==> src/pkg/conv_control_pkg.sv <==
// Constants shared by the conversion control logic, its checker and its testbench.
// Assumes an 8-bit register port addressed by a small register index.

package conv_control_pkg;

   // ****************************************************************
   // Register indices on the register port.
   // ****************************************************************
   localparam logic [2:0] IDX_SC1     = 3'h0;
   localparam logic [2:0] IDX_SC2     = 3'h1;
   localparam logic [2:0] IDX_RES_HI  = 3'h2;
   localparam logic [2:0] IDX_RES_LO  = 3'h3;
   localparam logic [2:0] IDX_CMP_HI  = 3'h4;
   localparam logic [2:0] IDX_CMP_LO  = 3'h5;
   localparam logic [2:0] IDX_CONFIG  = 3'h6;

   // ****************************************************************
   // Field positions.
   // ****************************************************************
   localparam int SC1_FLAG_BIT  = 7;
   localparam int SC1_IRQEN_BIT = 6;
   localparam int SC1_CONT_BIT  = 5;
   localparam int SC2_ACT_BIT   = 7;
   localparam int SC2_TRG_BIT   = 6;
   localparam int SC2_CMPE_BIT  = 5;
   localparam int SC2_POL_BIT   = 4;
   localparam int CFG_MODE_LSB  = 2;

   // ****************************************************************
   // Channel codes, mode codes and values after reset.
   // ****************************************************************
   localparam logic [4:0] CH_OFF        = 5'h1F;
   localparam logic [4:0] CH_RESERVED   = 5'h1C;
   localparam logic [4:0] CH_REF_HIGH   = 5'h1D;
   localparam logic [4:0] CH_REF_LOW    = 5'h1E;
   localparam logic [1:0] MODE_8BIT     = 2'h0;
   localparam logic [1:0] MODE_10BIT    = 2'h2;
   localparam logic [4:0] RST_CHANNEL   = CH_OFF;
   localparam logic [1:0] RST_MODE      = MODE_8BIT;
   localparam logic [9:0] RST_CMP_VALUE = 10'h000;

   typedef enum logic {ST_IDLE, ST_CONV} conv_state_e;

endpackage

==> src/verilog/result_compare.sv <==
// Compare unit: judges a conversion result against the programmed value.
// Assumes result and value are right-justified; purely combinational.
`timescale 1ns/10ps

module result_compare #(
   parameter int RES_W = 10
) (
   input  wire logic [RES_W-1:0] result_in,
   input  wire logic [RES_W-1:0] value_in,
   input  wire logic             eight_bit_in,
   input  wire logic             polarity_in,
   output logic                  true_out
);

   logic [RES_W-1:0] res_eff;
   logic [RES_W-1:0] val_eff;
   logic             less;

   // ****************************************************************
   // Comparison.
   // ****************************************************************

   // Narrow mode masks off the upper compare bits.
   always_comb begin
      res_eff = result_in;
      val_eff = value_in;
      if (eight_bit_in) begin
         res_eff = {{(RES_W-8){1'b0}}, result_in[7:0]};
         val_eff = {{(RES_W-8){1'b0}}, value_in[7:0]};
      end
      less     = (res_eff < val_eff);
      true_out = polarity_in ? !less : less;
   end

endmodule

==> src/verilog/adc_conversion_control.sv <==
// Control and status logic of a successive-approximation converter.
// Assumes the analog converter takes one start pulse, answers with one
// done pulse and a result, and stops at once on an abort pulse.
// Assumes the register port strobes are one-cycle pulses.
// A result that completes while the result pair is locked is lost.
`timescale 1ns/10ps

module adc_conversion_control #(
   parameter int RES_W = 10
) (
   input  wire logic             clock_in,
   input  wire logic             rst_in,
   // Register port.
   input  wire logic [2:0]       addr_in,
   input  wire logic [7:0]       wdata_in,
   input  wire logic             wr_in,
   input  wire logic             rd_in,
   output logic      [7:0]       rdata_out,
   // Periodic counter overflow.
   input  wire logic             hw_trigger_in,
   // Converter side.
   output logic                  conv_start_out,
   output logic                  conv_abort_out,
   output logic      [4:0]       conv_channel_out,
   output logic                  conv_power_out,
   output logic                  conv_eight_bit_out,
   input  wire logic             conv_done_in,
   input  wire logic [RES_W-1:0] conv_result_in,
   // Conversion complete interrupt.
   output logic                  complete_irq_out
);

   // ****************************************************************
   // Declarations.
   // ****************************************************************
   conv_control_pkg::conv_state_e state_r, state_nxt;

   logic             conv_complete_flag_r, conv_complete_flag_nxt;
   logic             complete_irq_enable_r, complete_irq_enable_nxt;
   logic             continuous_select_r, continuous_select_nxt;
   logic [4:0]       channel_select_r, channel_select_nxt;
   logic             trigger_select_r, trigger_select_nxt;
   logic             compare_enable_r, compare_enable_nxt;
   logic             compare_polarity_r, compare_polarity_nxt;
   logic [1:0]       mode_r, mode_nxt;
   logic [RES_W-1:0] cmp_value_r, cmp_value_nxt;
   logic [RES_W-1:0] result_r, result_nxt;
   logic             res_lock_r, res_lock_nxt;
   logic             cont_run_r, cont_run_nxt;
   logic             start_r, start_nxt;
   logic             abort_r, abort_nxt;
   logic             trig_prev_r;
   logic [7:0]       rdata_r, rdata_nxt;

   logic             wr_sc1;
   logic             rd_res_lo;
   logic             rd_res_hi;
   logic             trig_event;
   logic             eight_bit;
   logic [RES_W-1:0] new_result;
   logic             cmp_true;
   logic             stale_done;
   logic             done_ok;

   // ****************************************************************
   // Helper functions.
   // ****************************************************************

   // The all-ones channel code switches the converter off.
   function automatic logic channel_is_off(input logic [4:0] ch);
      channel_is_off = (ch == conv_control_pkg::CH_OFF);
   endfunction

   // Register port hit on a given index with a strobe.
   function automatic logic hit(input logic strobe, input logic [2:0] a, input logic [2:0] idx);
      hit = strobe && (a == idx);
   endfunction

   // ****************************************************************
   // Decoding and the compare unit.
   // ****************************************************************

   // Strobe decodes, trigger edge and narrow-mode result shaping.
   always_comb begin
      wr_sc1     = hit(wr_in, addr_in, conv_control_pkg::IDX_SC1);
      rd_res_lo  = hit(rd_in, addr_in, conv_control_pkg::IDX_RES_LO);
      rd_res_hi  = hit(rd_in, addr_in, conv_control_pkg::IDX_RES_HI);
      // Each assertion counts once: only the rising edge is an event.
      trig_event = hw_trigger_in && !trig_prev_r;
      eight_bit  = (mode_r == conv_control_pkg::MODE_8BIT);
      // Narrow mode keeps only the low eight bits that the converter fills.
      if (eight_bit) begin
         new_result = {{(RES_W-8){1'b0}}, conv_result_in[7:0]};
      end else begin
         new_result = conv_result_in;
      end
   end

   // Judges every finished result against the programmed value.
   result_compare #(
      .RES_W        (RES_W)
   ) u_compare (
      .result_in    (new_result),
      .value_in     (cmp_value_r),
      .eight_bit_in (eight_bit),
      .polarity_in  (compare_polarity_r),
      .true_out     (cmp_true)
   );

   // A completion counts only while a conversion runs and no write aborts it.
   // A done beside the abort pulse belongs to the conversion just aborted,
   // so it is dropped as well; the restarted conversion reports later.
   always_comb begin
      stale_done = conv_done_in && abort_r;
      done_ok    = conv_done_in && (state_r == conv_control_pkg::ST_CONV) && !wr_sc1 && !stale_done;
   end

   // ****************************************************************
   // Control registers.
   // ****************************************************************

   // Software-written fields of all control registers.
   always_comb begin
      complete_irq_enable_nxt = complete_irq_enable_r;
      continuous_select_nxt   = continuous_select_r;
      channel_select_nxt      = channel_select_r;
      trigger_select_nxt      = trigger_select_r;
      compare_enable_nxt      = compare_enable_r;
      compare_polarity_nxt    = compare_polarity_r;
      mode_nxt                = mode_r;
      cmp_value_nxt           = cmp_value_r;
      if (wr_in) begin
         if (addr_in == conv_control_pkg::IDX_SC1) begin
            complete_irq_enable_nxt = wdata_in[conv_control_pkg::SC1_IRQEN_BIT];
            continuous_select_nxt   = wdata_in[conv_control_pkg::SC1_CONT_BIT];
            channel_select_nxt      = wdata_in[4:0];
         end else if (addr_in == conv_control_pkg::IDX_SC2) begin
            // Bits 7 and 3:0 are read-only or reserved and are not stored.
            trigger_select_nxt   = wdata_in[conv_control_pkg::SC2_TRG_BIT];
            compare_enable_nxt   = wdata_in[conv_control_pkg::SC2_CMPE_BIT];
            compare_polarity_nxt = wdata_in[conv_control_pkg::SC2_POL_BIT];
         end else if (addr_in == conv_control_pkg::IDX_CMP_HI) begin
            // Only the bits above the low byte exist in this register.
            cmp_value_nxt[RES_W-1:8] = wdata_in[RES_W-9:0];
         end else if (addr_in == conv_control_pkg::IDX_CMP_LO) begin
            cmp_value_nxt[7:0] = wdata_in;
         end else if (addr_in == conv_control_pkg::IDX_CONFIG) begin
            // A mode change leaves the stored result as it is.
            mode_nxt = wdata_in[conv_control_pkg::CFG_MODE_LSB +: 2];
         end
      end
   end

   // Registers the control fields.
   always_ff @(posedge clock_in) begin
      if (rst_in) begin
         complete_irq_enable_r <= 1'b0;
         continuous_select_r   <= 1'b0;
         channel_select_r      <= conv_control_pkg::RST_CHANNEL;
         trigger_select_r      <= 1'b0;
         compare_enable_r      <= 1'b0;
         compare_polarity_r    <= 1'b0;
         mode_r                <= conv_control_pkg::RST_MODE;
         cmp_value_r           <= conv_control_pkg::RST_CMP_VALUE;
      end else begin
         complete_irq_enable_r <= complete_irq_enable_nxt;
         continuous_select_r   <= continuous_select_nxt;
         channel_select_r      <= channel_select_nxt;
         trigger_select_r      <= trigger_select_nxt;
         compare_enable_r      <= compare_enable_nxt;
         compare_polarity_r    <= compare_polarity_nxt;
         mode_r                <= mode_nxt;
         cmp_value_r           <= cmp_value_nxt;
      end
   end

   // ****************************************************************
   // Conversion sequencer.
   // ****************************************************************

   // Starts, aborts and repeats conversions.
   always_comb begin
      state_nxt    = state_r;
      cont_run_nxt = cont_run_r;
      start_nxt    = 1'b0;
      abort_nxt    = 1'b0;
      if (wr_sc1) begin
         // Any write ends what runs now.
         abort_nxt    = (state_r == conv_control_pkg::ST_CONV);
         state_nxt    = conv_control_pkg::ST_IDLE;
         cont_run_nxt = 1'b0;
         if (!channel_is_off(wdata_in[4:0]) && !trigger_select_r) begin
            start_nxt    = 1'b1;
            state_nxt    = conv_control_pkg::ST_CONV;
            cont_run_nxt = wdata_in[conv_control_pkg::SC1_CONT_BIT];
         end
      end else begin
         case (state_r)
            conv_control_pkg::ST_IDLE: begin
               // Triggers count only in hardware mode with the converter on.
               if (trig_event && trigger_select_r && !channel_is_off(channel_select_r)) begin
                  start_nxt    = 1'b1;
                  state_nxt    = conv_control_pkg::ST_CONV;
                  cont_run_nxt = continuous_select_r;
               end
            end
            conv_control_pkg::ST_CONV: begin
               // A done from an aborted conversion must not end the new one.
               if (conv_done_in && !stale_done) begin
                  // Restart only while the run began in continuous mode.
                  if (cont_run_r && continuous_select_r) begin
                     start_nxt = 1'b1;
                  end else begin
                     state_nxt    = conv_control_pkg::ST_IDLE;
                     cont_run_nxt = 1'b0;
                  end
               end
            end
            default: begin
               // Guards against an illegal state code.
               state_nxt = conv_control_pkg::ST_IDLE;
            end
         endcase
      end
   end

   // Registers the sequencer.
   always_ff @(posedge clock_in) begin
      if (rst_in) begin
         state_r     <= conv_control_pkg::ST_IDLE;
         cont_run_r  <= 1'b0;
         start_r     <= 1'b0;
         abort_r     <= 1'b0;
         // The trigger history resets to the idle level of its input.
         trig_prev_r <= 1'b0;
      end else begin
         state_r     <= state_nxt;
         cont_run_r  <= cont_run_nxt;
         start_r     <= start_nxt;
         abort_r     <= abort_nxt;
         trig_prev_r <= hw_trigger_in;
      end
   end

   // ****************************************************************
   // Complete flag and results.
   // ****************************************************************

   // A finished conversion that passes any enabled compare sets the flag and, unless locked, loads the result.
   always_comb begin
      conv_complete_flag_nxt = conv_complete_flag_r;
      result_nxt             = result_r;
      res_lock_nxt           = res_lock_r;
      if (wr_sc1 || rd_res_lo) begin
         conv_complete_flag_nxt = 1'b0;
      end
      // In 8-bit mode there is no high byte to pair, so no lock.
      if (rd_res_lo || eight_bit) begin
         res_lock_nxt = 1'b0;
      end else if (rd_res_hi) begin
         // High byte read holds the pair until the low byte is read.
         res_lock_nxt = 1'b1;
      end
      // The set comes last so that it wins over a clear in one cycle.
      if (done_ok && (!compare_enable_r || cmp_true)) begin
         conv_complete_flag_nxt = 1'b1;
         if (!res_lock_r) begin
            result_nxt = new_result;
         end
      end
   end

   // Registers the flag and the result.
   always_ff @(posedge clock_in) begin
      if (rst_in) begin
         conv_complete_flag_r <= 1'b0;
         result_r             <= '0;
         res_lock_r           <= 1'b0;
      end else begin
         conv_complete_flag_r <= conv_complete_flag_nxt;
         result_r             <= result_nxt;
         res_lock_r           <= res_lock_nxt;
      end
   end

   // ****************************************************************
   // Read port.
   // ****************************************************************

   // Selects the read data; unmapped indices read zero.
   always_comb begin
      rdata_nxt = 8'h00;
      if (rd_in) begin
         if (addr_in == conv_control_pkg::IDX_SC1) begin
            rdata_nxt = {conv_complete_flag_r, complete_irq_enable_r,
                         continuous_select_r, channel_select_r};
         end else if (addr_in == conv_control_pkg::IDX_SC2) begin
            // The active bit is the sequencer state, so an abort that starts no new conversion clears it at once.
            rdata_nxt = {(state_r == conv_control_pkg::ST_CONV), trigger_select_r,
                         compare_enable_r, compare_polarity_r, 4'h0};
         end else if (addr_in == conv_control_pkg::IDX_RES_HI) begin
            rdata_nxt = eight_bit ? 8'h00 : {{(16-RES_W){1'b0}}, result_r[RES_W-1:8]};
         end else if (addr_in == conv_control_pkg::IDX_RES_LO) begin
            rdata_nxt = result_r[7:0];
         end else if (addr_in == conv_control_pkg::IDX_CMP_HI) begin
            rdata_nxt = {{(16-RES_W){1'b0}}, cmp_value_r[RES_W-1:8]};
         end else if (addr_in == conv_control_pkg::IDX_CMP_LO) begin
            rdata_nxt = cmp_value_r[7:0];
         end else if (addr_in == conv_control_pkg::IDX_CONFIG) begin
            rdata_nxt = {4'h0, mode_r, 2'h0};
         end
      end
   end

   // Read data stand only in the cycle after the strobe.
   // Zero outside that cycle keeps stale data off the shared read bus.
   always_ff @(posedge clock_in) begin
      if (rst_in) begin
         rdata_r <= 8'h00;
      end else begin
         rdata_r <= rdata_nxt;
      end
   end

   // ****************************************************************
   // Outputs.
   // ****************************************************************

   // Drives the converter, read data and interrupt.
   always_comb begin
      rdata_out          = rdata_r;
      conv_start_out     = start_r;
      conv_abort_out     = abort_r;
      conv_eight_bit_out = eight_bit;
      // Off channel isolates all inputs; idle in single mode is low power.
      conv_channel_out   = channel_select_r;
      conv_power_out     = !channel_is_off(channel_select_r)
                           && ((state_r == conv_control_pkg::ST_CONV) || cont_run_r);
      // The interrupt is a level that falls with the flag or the enable.
      complete_irq_out   = conv_complete_flag_r && complete_irq_enable_r;
   end

endmodule

==> config.mk <==
export PLATFORM = sky130hd
export DESIGN_NAME = adc_conversion_control
export DESIGN_NICKNAME = d
export VERILOG_FILES = /design/src/pkg/conv_control_pkg.sv /design/src/verilog/result_compare.sv /design/src/verilog/adc_conversion_control.sv
export SDC_FILE = /design/constraint.sdc
export NUM_CORES = 1
export LEC_CHECK = 0
export BUFFER_PORTS_ARGS = -buffer_cell sky130_fd_sc_hd__buf_4
export CAP_MARGIN = 10
export CORE_ASPECT_RATIO = 0.8
export CORE_MARGIN = 3
export CORE_UTILIZATION = 55
export DETAILED_ROUTE_END_ITERATION = 7
export PLACE_DENSITY = 0.83
export SYNTH_ARGS = -nofsm -noshare
export SYNTH_HDL_FRONTEND = slang
export SYNTH_HIERARCHICAL = 1
export SYNTH_SLANG_ARGS = --single-unit
==> constraint.sdc <==
create_clock -name clock_in -period 6 [get_ports clock_in]
set_clock_uncertainty 0.1 [all_clocks]
set_input_delay 0.6 -clock clock_in [delete_from_list [all_inputs] [get_ports clock_in]]
set_output_delay 0.6 -clock clock_in [all_outputs]
set_load 0.005 [all_outputs]
Word level (Yosys, flattened, before mapping)
Cells that the tools add are included.
- bits of input ports: 27
- register bits after elaboration: 47
- output and inout bits: 18
- bitwise gates (word level): 8
- equality and inequality tests: 11
- reduce and logical (&&, ||, !) cells: 41
- $lt $le $gt $ge: 1
- multiplexer cells: 29
- operators by type and width (cell ; number):
    8-bit two-way mux ; 6
    10-bit two-way mux ; 3
    1-bit logical AND ; 16
    1-bit two-way mux ; 15
    5-bit equality test (second input constant) ; 2
    10-bit less-than comparator ; 1
    3-bit equality test (second input constant) ; 3
    1-bit zero test ; 8
    1-bit NOT ; 8
    3-bit by 2-bit equality test with 1-bit output (second input constant) ; 2
    3-bit inequality test (second input constant) ; 2
    1-bit one-hot mux with 2 select lines ; 3
    3-bit AND reduction ; 2
    6-bit AND reduction ; 1
    2-bit OR reduction ; 3
    5-bit AND reduction ; 1
    1-bit logical OR ; 4
    4-bit two-way mux ; 1
    2-bit AND reduction ; 2
    4-bit AND reduction ; 1
    3-bit by 1-bit equality test with 1-bit output (second input constant) ; 1
    3-bit zero test ; 1
    3-bit by 1-bit inequality test with 1-bit output (second input constant) ; 1
    2-bit zero test ; 1
    2 further kinds ; 2

Logic depth before layout (Yosys ltp)
- depth in word-level cells: 9
- mapped depth: 13

Modules after synthesis
The synthesis kept the hierarchy.
- by module, submodules not included (module ; instances ; cells an instance ; area an instance (um^2)):
    adc_conversion_control ; 1 ; 225 ; 2078.2
    result_compare ; 1 ; 34 ; 267.8

Worst setup path before layout
OpenSTA, ideal clock, no wires.
- path type: flip-flop to flip-flop
- start: reg mode_r[1]
- end: reg result_r[0]
- library setup time: 0.128 ns
- stages on the path, launching flop included: 14
- arrival: 2.558 ns
- path slack: 3.215 ns
- path buffers: 1
- path through: dfxtp_1 -> nor2_1 -> nor2b_1 -> nor2b_1 -> ha_1 -> nand4_1 -> nor3b_1 -> nor3_2 -> xor2_1 -> inv_1 -> a2111oi_4 -> buf_6 -> mux2i_1 -> nor2_1
- word-level cells in the longest chain between the ends: 9
- elaborated cells between the ends (all ways): 10
- those cells by class: order compare (1); mux (4); reduce/logical (5)
- RTL lines (item ; line ; source):
    start: declaration ; adc_conversion_control.sv:45 ; logic [1:0] mode_r, mode_nxt;
    start signal: assignment ; adc_conversion_control.sv:163 ; mode_r <= conv_control_pkg::RST_MODE;
    start signal: assignment ; adc_conversion_control.sv:172 ; mode_r <= mode_nxt;
    2-bit zero test (*) ; adc_conversion_control.sv:90 ; eight_bit = (mode_r == conv_control_pkg::MODE_8BIT);
    net conv_eight_bit_out ; adc_conversion_control.sv:26 ; output logic conv_eight_bit_out,
    10-bit two-way mux (*) ; adc_conversion_control.sv:92 ; if (eight_bit) begin
    net new_result[9] ; adc_conversion_control.sv:60 ; logic [RES_W-1:0] new_result;
    10-bit two-way mux (*) ; result_compare.sv:27 ; if (eight_bit_in) begin
    10-bit less-than comparator (*) ; result_compare.sv:31 ; less = (res_eff < val_eff);
    1-bit zero test ; result_compare.sv:32 ; true_out = polarity_in ? !less : less;
    1-bit two-way mux (*) ; result_compare.sv:32 ;
    net cmp_true ; adc_conversion_control.sv:61 ; logic cmp_true;
    1-bit logical OR (*) ; adc_conversion_control.sv:265 ; if (done_ok && (!compare_enable_r || cmp_true)) begin
    1-bit logical AND (*) ; adc_conversion_control.sv:265 ;
    2-bit AND reduction (no line) (*) ; - ;
    end signal: assignment ; adc_conversion_control.sv:281 ; result_r <= result_nxt;
    end: declaration ; adc_conversion_control.sv:47 ; logic [RES_W-1:0] result_r, result_nxt;
Mark *: on every way through the listed nets, which the timed path passes. The rest lies on a longest branch.
A chain may end at the register's enable or synchronous reset.

Final worst setup path
- start: reg mode_r[0]
- end: reg result_r[3]
- word-level cells in the longest chain between the ends: 9
- elaborated cells between the ends (all ways): 10
- those cells by class: order compare (1); mux (4); reduce/logical (5)
- RTL lines (item ; line):
    2-bit zero test (*) ; adc_conversion_control.sv:90
    10-bit two-way mux (*) ; adc_conversion_control.sv:92
    net new_result[9] ; adc_conversion_control.sv:60
    10-bit two-way mux (*) ; result_compare.sv:27
    10-bit less-than comparator (*) ; result_compare.sv:31
    1-bit zero test ; result_compare.sv:32
    1-bit two-way mux (*) ; result_compare.sv:32
    net cmp_true ; adc_conversion_control.sv:61
    1-bit logical OR (*) ; adc_conversion_control.sv:265
    1-bit logical AND (*) ; adc_conversion_control.sv:265
    2-bit AND reduction (no line) (*) ; -
Marks and branches as above.

==> impl_results.md <==
- Area leader, netlist: dfxtp_1
- Setup violators final: 0
- Synthesized area: roughly 2300 µm²
- Initial Utilization: 0.593
- Root buf cell: clkbuf_8
- CTS Sinks: 47
- Yosys warning count: 6
- Antenna fix cells: 0
- Non-Filler Instances: between 300 and 400
- Max-slew violations: 0
- CTS clock-pin slew for the worst setup and hold paths: 0.08 ns
- Most common cell in the netlist: dfxtp_1
- Syn Area/Cell: 9.06 µm²
- Maximum clock frequency: around 280 MHz
- H-tree Lvls: 2
- Arr. time, crit path: ~3.7 ns
- Post-CTS Setup Bufs: 0
- CTS Buf Count: 5
- Final TNS setup: 0 ns
- Unique masters post-synth: 43
- Global-route wire length before repair: 9.78 mm
- Ports: 45
- Drt pass-1 iters: 5
- Via-to-Cell Ratio: 5.86
- Top cells by count, synth: dfxtp_1, nor2_1, nand2_1, mux2i_1, a21oi_1
- Worst path slowest cell: a2111oi_4
- Clock tree buffer depth: 2
- Mapped Nets: roughly 300
- Worst r2r src: mode_r[0]
- Crit start category: flip-flop
- CTS tree: built
- Yosys top cell area share: 0.401
- Routed len/inst: between 15 and 20 µm
- Clock latency on the worst-skew pair: approximately 0.30 ns
- Worst hold slack: between 0.3 and 0.4 ns
- Critical Path RT: between 6 and 7 ns
- Final ANT Viol Nets: 0
- Gpl congestion: between 0.9 and 1
- RSZ-0062 raised after global routing: no
- Mapped Cells: roughly 260
- Synth top area cells: dfxtp_1, mux2i_1, ha_1
- Total of max-cap violations: 0
- Number of synthesized flops with an enable pin: 0
- Placement row count: 20
- Reg2reg end: result_r[3]
- Setup crit end: result_r[3]
- Area growth syn-to-layout: 18.3%
- Cells along the critical path: nor2_1 -> nor2b_1 -> nor2b_1 -> ha_1 -> nand4_1 -> nor3_1 -> nor3_2 -> xor2_1 -> inv_1 -> a2111oi_4 -> mux2i_1 -> nor2_1
- FF-to-FF path depth: 12
- Hold_buf cts: 0
- Initial antenna violation count: 0
- Worst path max stage delay: roughly 0.9 ns
- Remaining global-route overflow: 0
- Critical path endpoint category: flip-flop
- DRC: 0
- Worst min-delay path class: flip-flop to flip-flop
- Seq/Total Area, Yosys: 0.401
- Reg2Reg Setup Slack: roughly 2.4 ns
- Ys flop type: dfxtp_1
- Final WL: between 6 and 7 mm
- Crit path max fanout: 10
- Cells after DPL: 344
- PostCTS Resize Cnt: 0
- Peak VDD IR: between 0.15 and 0.2 mV
- Core ar.: roughly 4000 µm²
- Worst setup startpoint: mode_r[0]
- Measured slew at the worst slew-check pin: approximately 0.97 ns
- Number of I/O port buffers: 44
- Post-DP HPWL: approximately 4.4 mm
- Crit Path Category: flip-flop to flip-flop
- Final Hold Fails: 0
- Chip width: 79.0 µm
- Largest net degree at the start of global routing: approximately 40
- #FFs+latches synth: 47
- Pleak: roughly 1.0 nW
- Vias in the first global route: 1934
- DR vias: 2064
- Crit share post-route: 0.599
- Nets@finish: 332
- Slew margin rel.: 0.356
- Power Density: about 220 nW/µm²
- GRT Util Overall: 0.248
- Fin util: 0.702
- Initial drt markers: roughly 150
- Status: finished clean
- Tmin final: around 3.6 ns
- Die height: between 60 and 70 µm
- Share of cells above drive strength 1: 0.199
- DIE AREA: 5090 µm²
- FFs w/ async S/R, synth: 0
==> layer usage <==
layer	wire, µm	vias to the layer above	track usage
met5	0	-	0
met4	53	0	0.0751
met3	528	7	0.0528
met2	2660	112	0.381
met1	2810	957	0.349
li1	-	988	-
==> registers in the layout, indices dropped and copies added (netlist names), 2 cells and up <==
signal and count:
cmp_value_r 10, conv_channel_out 5, mode_r 2, result_r 10
rdata_out 8
==> cells in the final DEF (no fill, tap or decap), types with 7 or more instances in the layout <==
cell | Yosys | routed
buf_4 | 2 | 44
inv_1 | 8 | 8
a21oi_1 | 19 | 19
nor2b_1 | 10 | 10
nor2_1 | 28 | 28
nand3b_1 | 7 | 7
dfxtp_1 | 47 | 47
mux2i_1 | 25 | 25
nand2_1 | 27 | 27
clkbuf_8 | 0 | 7
ha_1 | 9 | 9
==> cells by family after synthesis <==
group,share of synthesized area
buf+inv,0.0427
flops,0.401
compound gates,0.165
mux,0.107
simple gates,0.233
xor+xnor,0.00373
fa+ha+maj,0.0480
==> worst min-delay path by stage <==
stage,startpoint,to,slack [ns],depth (start not counted)
final,cmp_value_r[7],cmp_value_r[7],0.38,2
after global routing,cmp_value_r[3],cmp_value_r[3],0.41,2
after CTS,cmp_value_r[7],cmp_value_r[7],0.38,2
after detailed placement,cmp_value_r[7],cmp_value_r[7],0.37,2
after global placement,cmp_value_r[3],cmp_value_r[3],0.36,2
after floorplan,cmp_value_r[4],cmp_value_r[4],0.35,2
==> stage by stage <==
step           instance area [µm²]  setup WS [ns]  power, mW
2_1_floorplan                 2350           3.21      0.372
3_3_place_gp                  2680           2.61      0.402
3_5_place_dp                  2680           2.46      0.404
4_1_cts                       2780           2.47      0.607
5_1_grt                       2780           2.18      0.629
6_report                      2780           2.41      0.607
==> power breakdown <==
| part | switching, mW | internal, mW |
|---|---|---|
| registers | 0.00575 | 0.318 |
| clock network | 0.103 | 0.105 |
| logic | 0.0404 | 0.0341 |
| total | 0.150 | 0.457 |
==> final cells by class <==
class | instances | area [µm²]
repair buffers | 44 | 330
inverters | 8 | 30.0
flip-flops and latches | 47 | 941
fillers | 337 | 1180
well taps | 55 | 68.8
clock buffers | 8 | 100
multi-input cells | 190 | 1310
==> worst max-delay path: cells and delay by family (launching register included) <==
kind	cells	cell delay (ns)
simple gates	7	1.22
xor+xnor	1	0.15
buf+inv	1	0.10
fa+ha+maj	1	0.35
mux	1	0.28
flops	1	0.36
compound gates	1	0.91
Note: power is estimated with default switching activity, not from simulation.
